<file path="src/verilog/duhp_defs.svh">
/*
 * Timing counts and field positions for the dual channel host bus port master.
 * Assumes a 40 MHz clock_i (25 ns period); included by bare name.
 */
`ifndef DUHP_DEFS_SVH
`define DUHP_DEFS_SVH

// ============================================================
// Timing (ns, then cycles derived at 25 ns per cycle)
// ============================================================
`define DUHP_CLK_PERIOD_NS 25
`define DUHP_ADDR_SETUP_NS 25
`define DUHP_STROBE_NS 100
`define DUHP_RECOVERY_NS 50
// Least times round up
`define DUHP_ADDR_SETUP_CYC ((`DUHP_ADDR_SETUP_NS + `DUHP_CLK_PERIOD_NS - 1) / `DUHP_CLK_PERIOD_NS)
`define DUHP_STROBE_CYC ((`DUHP_STROBE_NS + `DUHP_CLK_PERIOD_NS - 1) / `DUHP_CLK_PERIOD_NS)
`define DUHP_RECOVERY_CYC ((`DUHP_RECOVERY_NS + `DUHP_CLK_PERIOD_NS - 1) / `DUHP_CLK_PERIOD_NS)

// ============================================================
// Register indices and fields seen by the host
// ============================================================
`define DUHP_MODEM_CONTROL_IDX 3'h4
`define DUHP_MCR_IRQ_EN_BIT 3

`endif

</file>
<file path="src/verilog/duhp_pkg.sv">
/*
 * Types for the dual channel host bus port master.
 * Assumes duhp_defs.svh supplies the numeric constants.
 */
package duhp_pkg;
    // Bus cycle sequencer states
    typedef enum logic [2:0] {
        DUHP_IDLE,
        DUHP_SETUP,
        DUHP_STROBE,
        DUHP_HOLD,
        DUHP_RECOVER
    } duhp_state_t;
endpackage : duhp_pkg

</file>
<file path="src/verilog/duhp_host.sv">
/*
 * Host side master for a two channel parallel register port: it turns a
 * one-cycle request into a select, address, strobe and data bus cycle.
 * Assumes the device pins are asynchronous, so every device output is passed
 * through two flip-flops before use; the data bus is resolved outside.
 */
// Notes on behaviour
// - Eight-bit two-way data bus: device drives on reads, host on writes.
// - Read strobe falling starts read; host keeps the data it sampled one clock before the strobe rising edge.
// - Write strobe falling starts write; device stores data at rising edge.
// - Host holds first channel select low through the whole of a first channel access.
// - Host holds second channel select low through the whole of a second channel access.
`timescale 1ns/1ps
`include "duhp_defs.svh"

module duhp_host (
    input wire logic clock_i, // 40 MHz clock
    input wire logic rst_n_i, // Asynchronous reset, active low
    input wire logic req_valid_i, // One-cycle access request
    input wire logic req_write_i, // 1 write, 0 read
    input wire logic req_chan_i, // 0 first channel, 1 second
    input wire logic [2:0] req_addr_i, // Register index
    input wire logic [7:0] req_wdata_i, // Write byte
    output logic req_ready_o, // Sequencer idle
    output logic done_o, // One-cycle access complete pulse
    output logic [7:0] rdata_o, // Last byte read
    output logic reg_select_bit2_o, // Register select lines
    output logic reg_select_bit1_o, // Register select
    output logic reg_select_bit0_o, // Register select
    input wire logic [7:0] bus_byte_i, // Data bus as seen on the wire
    output logic [7:0] bus_byte_o, // Data bus drive value
    output logic bus_byte_oe_n_o, // Low while host drives data bus
    output logic host_read_strobe_n_o, // Read strobe, active low
    output logic host_write_strobe_n_o, // Write strobe, active low
    output logic chan_first_select_n_o, // First channel select, active low
    output logic chan_second_select_n_o, // Second channel select, active low
    input wire logic chan_first_tx_ready_n_i, // Device transmit ready A
    input wire logic chan_first_rx_ready_n_i, // Device receive ready A
    input wire logic chan_second_tx_ready_n_i, // Device transmit ready B
    input wire logic chan_second_rx_ready_n_i, // Device receive ready B
    output logic [1:0] tx_ready_o, // Synchronised transmit ready, high active
    output logic [1:0] rx_ready_o, // Synchronised receive ready, high active
    output logic [1:0] irq_enable_o // Host shadow of modem control bit 3
);

    // ============================================================
    // Timing constants
    // ============================================================
    localparam logic [3:0] SETUP_CYC = 4'(`DUHP_ADDR_SETUP_CYC);
    localparam logic [3:0] STROBE_CYC = 4'(`DUHP_STROBE_CYC);
    localparam logic [3:0] RECOVERY_CYC = 4'(`DUHP_RECOVERY_CYC);

    duhp_pkg::duhp_state_t state;
    duhp_pkg::duhp_state_t next_state;
    logic [3:0] count;
    logic [3:0] next_count;
    logic write_op;
    logic chan_op;
    logic [2:0] addr_op;
    logic [7:0] wdata_op;
    logic [7:0] data_meta;
    logic [7:0] data_sync;
    logic [3:0] status_meta;
    logic [3:0] status_sync;

    // ============================================================
    // Status and data synchronisers
    // ============================================================
    // Device pins are asynchronous to clock_i; two stages each
    always_ff @(posedge clock_i or negedge rst_n_i) begin
        if (!rst_n_i) begin
            status_meta <= 4'hf;
            status_sync <= 4'hf;
            data_meta <= 8'h00;
            data_sync <= 8'h00;
        end else begin
            status_meta <= {chan_second_rx_ready_n_i, chan_second_tx_ready_n_i,
                            chan_first_rx_ready_n_i, chan_first_tx_ready_n_i};
            status_sync <= status_meta;
            data_meta <= bus_byte_i;
            data_sync <= data_meta;
        end
    end

    // Ready pins are low active; present them high active
    assign tx_ready_o = {~status_sync[2], ~status_sync[0]};
    assign rx_ready_o = {~status_sync[3], ~status_sync[1]};

    // ============================================================
    // Bus cycle sequencer
    // ============================================================
    wire count_done = (count == 4'h0);
    wire in_access = (state != duhp_pkg::DUHP_IDLE) && (state != duhp_pkg::DUHP_RECOVER);
    wire strobe_on = (state == duhp_pkg::DUHP_STROBE);

    always_comb begin
        next_state = state;
        next_count = count;
        case (state)
            duhp_pkg::DUHP_IDLE: begin
                if (req_valid_i) begin
                    next_state = duhp_pkg::DUHP_SETUP;
                    next_count = SETUP_CYC - 4'h1;
                end
            end
            duhp_pkg::DUHP_SETUP: begin
                next_count = count - 4'h1;
                if (count_done) begin
                    next_state = duhp_pkg::DUHP_STROBE;
                    next_count = STROBE_CYC - 4'h1;
                end
            end
            duhp_pkg::DUHP_STROBE: begin
                next_count = count - 4'h1;
                if (count_done) begin
                    next_state = duhp_pkg::DUHP_HOLD;
                end
            end
            duhp_pkg::DUHP_HOLD: begin
                // Strobe rose last edge; select and address still held
                next_state = duhp_pkg::DUHP_RECOVER;
                next_count = RECOVERY_CYC - 4'h1;
            end
            duhp_pkg::DUHP_RECOVER: begin
                next_count = count - 4'h1;
                if (count_done) begin
                    next_state = duhp_pkg::DUHP_IDLE;
                end
            end
            default: begin
                next_state = duhp_pkg::DUHP_IDLE;
                next_count = 4'h0;
            end
        endcase
    end

    always_ff @(posedge clock_i or negedge rst_n_i) begin
        if (!rst_n_i) begin
            state <= duhp_pkg::DUHP_IDLE;
            count <= 4'h0;
        end else begin
            state <= next_state;
            count <= next_count;
        end
    end

    // Latch request fields so the pins stay steady for the whole access
    always_ff @(posedge clock_i or negedge rst_n_i) begin
        if (!rst_n_i) begin
            write_op <= 1'b0;
            chan_op <= 1'b0;
            addr_op <= 3'h0;
            wdata_op <= 8'h00;
        end else if (state == duhp_pkg::DUHP_IDLE && req_valid_i) begin
            write_op <= req_write_i;
            chan_op <= req_chan_i;
            addr_op <= req_addr_i;
            wdata_op <= req_wdata_i;
        end
    end

    // ============================================================
    // Pin drive
    // ============================================================
    assign req_ready_o = (state == duhp_pkg::DUHP_IDLE);
    assign {reg_select_bit2_o, reg_select_bit1_o, reg_select_bit0_o} = addr_op;
    assign chan_first_select_n_o = ~(in_access && !chan_op);
    assign chan_second_select_n_o = ~(in_access && chan_op);
    assign host_read_strobe_n_o = ~(strobe_on && !write_op);
    assign host_write_strobe_n_o = ~(strobe_on && write_op);
    // Drive only on writes, and only while a select is low, so the device
    // never fights us and the bus floats between accesses
    assign bus_byte_oe_n_o = ~(in_access && write_op);
    assign bus_byte_o = wdata_op;

    // Load read data a cycle after the strobe rises; through the two stages it is the bus
    // of one cycle before the rise, which the strobe width covers since data is stable well before that edge
    always_ff @(posedge clock_i or negedge rst_n_i) begin
        if (!rst_n_i) begin
            rdata_o <= 8'h00;
            done_o <= 1'b0;
        end else begin
            done_o <= (state == duhp_pkg::DUHP_HOLD);
            if (state == duhp_pkg::DUHP_HOLD && !write_op) begin
                rdata_o <= data_sync;
            end
        end
    end

    // Track modem control bit 3 written per channel; device resets it to 0
    always_ff @(posedge clock_i or negedge rst_n_i) begin
        if (!rst_n_i) begin
            irq_enable_o <= 2'b00;
        end else if (state == duhp_pkg::DUHP_HOLD && write_op
                     && addr_op == `DUHP_MODEM_CONTROL_IDX) begin
            irq_enable_o[chan_op] <= wdata_op[`DUHP_MCR_IRQ_EN_BIT];
        end
    end

    // ============================================================
    // Assertions
    // ============================================================
    property p_one_select;
        @(posedge clock_i) disable iff (!rst_n_i)
        !(chan_first_select_n_o == 1'b0 && chan_second_select_n_o == 1'b0);
    endproperty
    a_one_select: assert property (p_one_select)
        else $error("both selects low");

    property p_strobe_in_select;
        @(posedge clock_i) disable iff (!rst_n_i)
        (!host_read_strobe_n_o || !host_write_strobe_n_o)
            |-> (!chan_first_select_n_o || !chan_second_select_n_o);
    endproperty
    a_strobe_in_select: assert property (p_strobe_in_select)
        else $error("strobe without select");

    property p_strobe_width;
        @(posedge clock_i) disable iff (!rst_n_i)
        $fell(host_read_strobe_n_o) |-> !host_read_strobe_n_o[*4] ##1 host_read_strobe_n_o;
    endproperty
    a_strobe_width: assert property (p_strobe_width)
        else $error("read strobe width wrong");

    property p_write_width;
        @(posedge clock_i) disable iff (!rst_n_i)
        $fell(host_write_strobe_n_o) |-> !host_write_strobe_n_o[*4] ##1 host_write_strobe_n_o;
    endproperty
    a_write_width: assert property (p_write_width)
        else $error("write strobe width wrong");

    property p_no_drive_on_read;
        @(posedge clock_i) disable iff (!rst_n_i)
        !host_read_strobe_n_o |-> bus_byte_oe_n_o;
    endproperty
    a_no_drive_on_read: assert property (p_no_drive_on_read)
        else $error("host drives on read");

    property p_float_idle;
        @(posedge clock_i) disable iff (!rst_n_i)
        (chan_first_select_n_o && chan_second_select_n_o) |-> bus_byte_oe_n_o;
    endproperty
    a_float_idle: assert property (p_float_idle)
        else $error("bus driven with no select");

    // Watch the pins themselves, not the latch behind them
    property p_addr_stable;
        @(posedge clock_i) disable iff (!rst_n_i)
        (!host_read_strobe_n_o || !host_write_strobe_n_o)
            |=> $stable({reg_select_bit2_o, reg_select_bit1_o, reg_select_bit0_o}) || done_o;
    endproperty
    a_addr_stable: assert property (p_addr_stable)
        else $error("address moved under strobe");

    property p_done_after_rise;
        @(posedge clock_i) disable iff (!rst_n_i)
        $rose(host_write_strobe_n_o) |=> done_o;
    endproperty
    a_done_after_rise: assert property (p_done_after_rise)
        else $error("done late after write");

endmodule : duhp_host

</file>
<file path="config.mk">
export PLATFORM = sky130hd
export DESIGN_NAME = duhp_host
export DESIGN_NICKNAME = d
export VERILOG_FILES = /design/src/verilog/duhp_pkg.sv /design/src/verilog/duhp_host.sv
export VERILOG_INCLUDE_DIRS = /design/src /design/src/verilog
export SDC_FILE = /design/constraint.sdc
export NUM_CORES = 1
export LEC_CHECK = 0
export ABC_AREA = 1
export BUFFER_PORTS_ARGS = -buffer_cell sky130_fd_sc_hd__buf_4
export CORE_MARGIN = 3
export CORE_UTILIZATION = 40
export DETAILED_ROUTE_END_ITERATION = 12
export GPL_TIMING_DRIVEN = 0
export HOLD_SLACK_MARGIN = 0.1
export SKIP_CTS_REPAIR_TIMING = 1
export SLEW_MARGIN = 20
export SYNTH_ARGS = -nofsm -noshare
export SYNTH_HDL_FRONTEND = slang
export SYNTH_SLANG_ARGS = --single-unit
</file>
<file path="constraint.sdc">
create_clock -name clock_i -period 3.06 [get_ports clock_i]
set_input_delay 0.153 -clock clock_i [delete_from_list [all_inputs] [get_ports clock_i]]
set_output_delay 0.153 -clock clock_i [all_outputs]
set_load 0.005 [all_outputs]
</file>
==> reports/metrics.cfg <==
[logic_synthesis]
yosysMostFrequentCell = nand2_1
yosys_warnings = 0
synth_nets = 226
yosys-top-cells-area = dfrtp_1 (57%), nand2_1 (11%), dfstp_2 (10%)
synth_ff_type = dfrtp_1
synth_area_sq_um = 2050
synth_common_cells = nand2_1 (58), dfrtp_1 (47), nand3_1 (28)
synth.top_cell.area_share_pct = 57.2
synth_cell_type_count = 22
async_flop_share_pct = 100
synth_edf_count = 0
synth_top_area_cell = dfrtp_1
ys_seq_elements = 55
syn_inst = 196
avgSynthCellArea_sq_um = 10.5
ys_seq_area_share_pct = 67.5

[cts]
cts_tree = yes
htree_levels = 2
cts_made_buffers = 5
clock_latency_ps = 310
cts-root-buf = clkbuf_8
path_clk_slew_ps = 100
cts_sinks = 55
cts_buffer_depth = 2

[floorplan]
fp-row-count = 25
core-area_sq_um = 4850
initial_core_util_pct = 42.4
die_area_sq_um = 6030
chipHeight_um = 77.7
die_w_um = 77.7
io_pins = 60

[critical_path]
r2r_start = count[0]$_DFFE_PN0N_
cp.depth = 4
crit_required_ps = 2910
end_kind = primary output
crit_fanout = 10
r2r_cells = 6
path_class = flop to primary output
cpPeakStageDelay_ps = 410
rrSetupSlack_ps = 1780
critical-path-top-delay-family = buffers and inverters
cp_slowest_cell = dfrtp_1
critical_path_buf_inv_count = 3
critPathLaunchType = flop
crit_end = host_read_strobe_n_o
cp_cell_sequence = inv_1 -> buf_1 -> nand2_1 -> buf_4
r2r-end = count[1]$_DFFE_PN0N_
critPathLaunch = write_op$_DFFE_PN0P_
worstPathArrival_ps = 1440

[power]
switching_share_pct = 34.9
pwr-share-clk_pct = 19.1
vdd_drop_max_mv = 0.459
p_comb_share_pct = 39.3
cell_internal_pwr_mw = 1.66
p_switching_mw = 0.888
seqPwrFrac_pct = 41.6
leakagePower_nw = 1.53
p_per_area_nw_per_um2 = 871

[sta]
final-max-slew-violation-count = 0
min_period_ps = 1590
worst_slew_pin_slew_ps = 662
tns_ps = 0
relSlewSlack_pct = 55.9
rsz0062_at_grt = false
finalClockSkew_ps = 4.87
post-route-period-util_pct = 52.0
setup-violations-final = 0
fmax_mhz = 628
hold_viol = 0

[drt]
wirelength_um = 4120
vias_per_cell = 4.48
ant_nets = 0
drt_first_pass_iters = 4
routedWlPerCell_um = 11.7
highest_layer = met4
drtIter0Drc = 94
num_vias = 1581
drc_errors = 0
route.met3.wl_um = 278
wl_met2_um = 1970
wl_met1_um = 1810

[grt]
antenna_found_initial = 0
grt_usage_pct = 14.2
gr-total-overflow = 0
grt_pass1_wl_um = 6620
grt_max_degree = 56
grt_pass1_vias = 1457

[cells_and_area]
layoutNonFillerInstCount = 353
fillers = 419
syn_to_final_growth_pct = 42.3
finalNetCount = 315
multiInputGateArea_sq_um = 544
regArea_sq_um = 1390
drive_above_1_share_pct = 30.1
num_antenna_cells = 0

[min_path]
hp-class = input pin to flop
hp-start = req_wdata_i[5]

[placed_design]
hpwlAfterDp_um = 2700
io_buffers = 59
gp_congestion = 0.794
dp_cells = 322

[flow_run]
drv_cap = 0

[run_status]
status = complete, no violations

[worst register-to-register path: stages, from the launching register on]
cell and delay, ps:
dfrtp_1 360, inv_1 90, ha_1 200, nand3_1 170, inv_1 90, o21ai_0 140
o211ai_1 100
[routing by layer]
layer  vias up  global-route usage, %
met5         -                      0
met3         6                   5.68
met2        43                   22.3
met1       746                   17.2
met4         0                   5.87
li1        786                      -
[final cells by class]
| cell class | instances | area share (%) |
|---|---|---|
| Timing Repair Buffer | 82 | 23.0 |
| Inverter | 22 | 2.83 |
| Multi-Input combinational cell | 114 | 18.6 |
| Sequential cell | 55 | 47.4 |
| Clock inverter | 2 | 1.33 |
| Tap cell | 67 | 2.87 |
| Buffer | 5 | 1.41 |
| Clock buffer | 6 | 2.48 |
[worst min-delay path by stage]
| stage | to | slack [ps] | cells past startpoint |
|---|---|---|---|
| 2_1_floorplan | addr_op[0]$_DFFE_PN0P_ | -140 | 0 |
| 4_1_cts | data_sync[1]$_DFF_PN0_ | -110 | 1 |
| 6_report | bus_byte_o[5]$_DFFE_PN0P_ | 70 | 3 |
| 3_3_place_gp | rdata_o[5]$_DFFE_PN0P_ | 240 | 1 |
| 3_5_place_dp | data_sync[5]$_DFF_PN0_ | 240 | 1 |
| 5_1_grt | bus_byte_o[5]$_DFFE_PN0P_ | 100 | 3 |
[cells in the final DEF, fill, tap and decap left out]
cell type,Yosys,layout
buf_6,1,1
a21oi_2,1,1
o21ai_0,5,5
dfrtp_1,47,47
inv_1,19,19
clkbuf_1,0,1
dlygate4sd3_1,0,23
ha_1,2,2
xor2_1,2,2
buf_4,1,60
dfstp_2,8,8
nand2_1,58,58
inv_2,3,3
bufinv_16,0,1
nand2_4,2,2
clkbuf_8,1,6
nor2_1,7,7
nor2_4,1,1
nand3_2,1,1
buf_2,1,1
buf_1,1,1
inv_6,0,1
o211ai_1,2,2
nand3_1,28,28
nor3_1,1,1
a21oi_1,4,4
[registers in the layout, indices dropped and copies added (netlist names)]
name          flops
count             4
status_meta       4
data_sync         8
rdata_o           8
write_op          1
state             3
chan_op           1
status_sync       4
done_o            1
irq_enable_o      2
bus_byte_o        8
data_meta         8
addr_op           3
[stage by stage]
stage / power [mW] / util (%) / hold WS (ps) / setup slack, ps / area [sq um]
4_1_cts: 2.55 / 55.5 / -105 / 1440 / 2690
3_3_place_gp: 2.05 / 53.2 / 240 / 1790 / 2580
5_1_grt: 2.77 / 60.3 / 102 / 1370 / 2920
2_1_floorplan: 1.62 / - / -143 / 1920 / 2050
6_report: 2.55 / 60.3 / 72.5 / 1470 / 2920
3_5_place_dp: 2.07 / 53.2 / 238 / 1780 / 2580
[power by group through the flow]
| stage | sequential [mW] | clock [mW] | combinational [mW] |
|---|---|---|---|
| 2_1_floorplan | 1.07 | 0 | 0.552 |
| 3_3_place_gp | 1.07 | 0 | 0.980 |
| 3_5_place_dp | 1.07 | 0 | 0.993 |
| 4_1_cts | 1.06 | 0.500 | 0.992 |
| 5_1_grt | 1.09 | 0.528 | 1.15 |
| 6_report | 1.06 | 0.485 | 1.00 |
[kinds of logic after synthesis]
family	synth area share (%)
AOI/OAI and AO/OA	3.35
DFF	67.5
xor gates and xnor gates	0.853
and+or+nand+nor	21.1
adders and majority gates	1.22
buffers and inverters	6.03
Power figures use the tool's default switching activity.
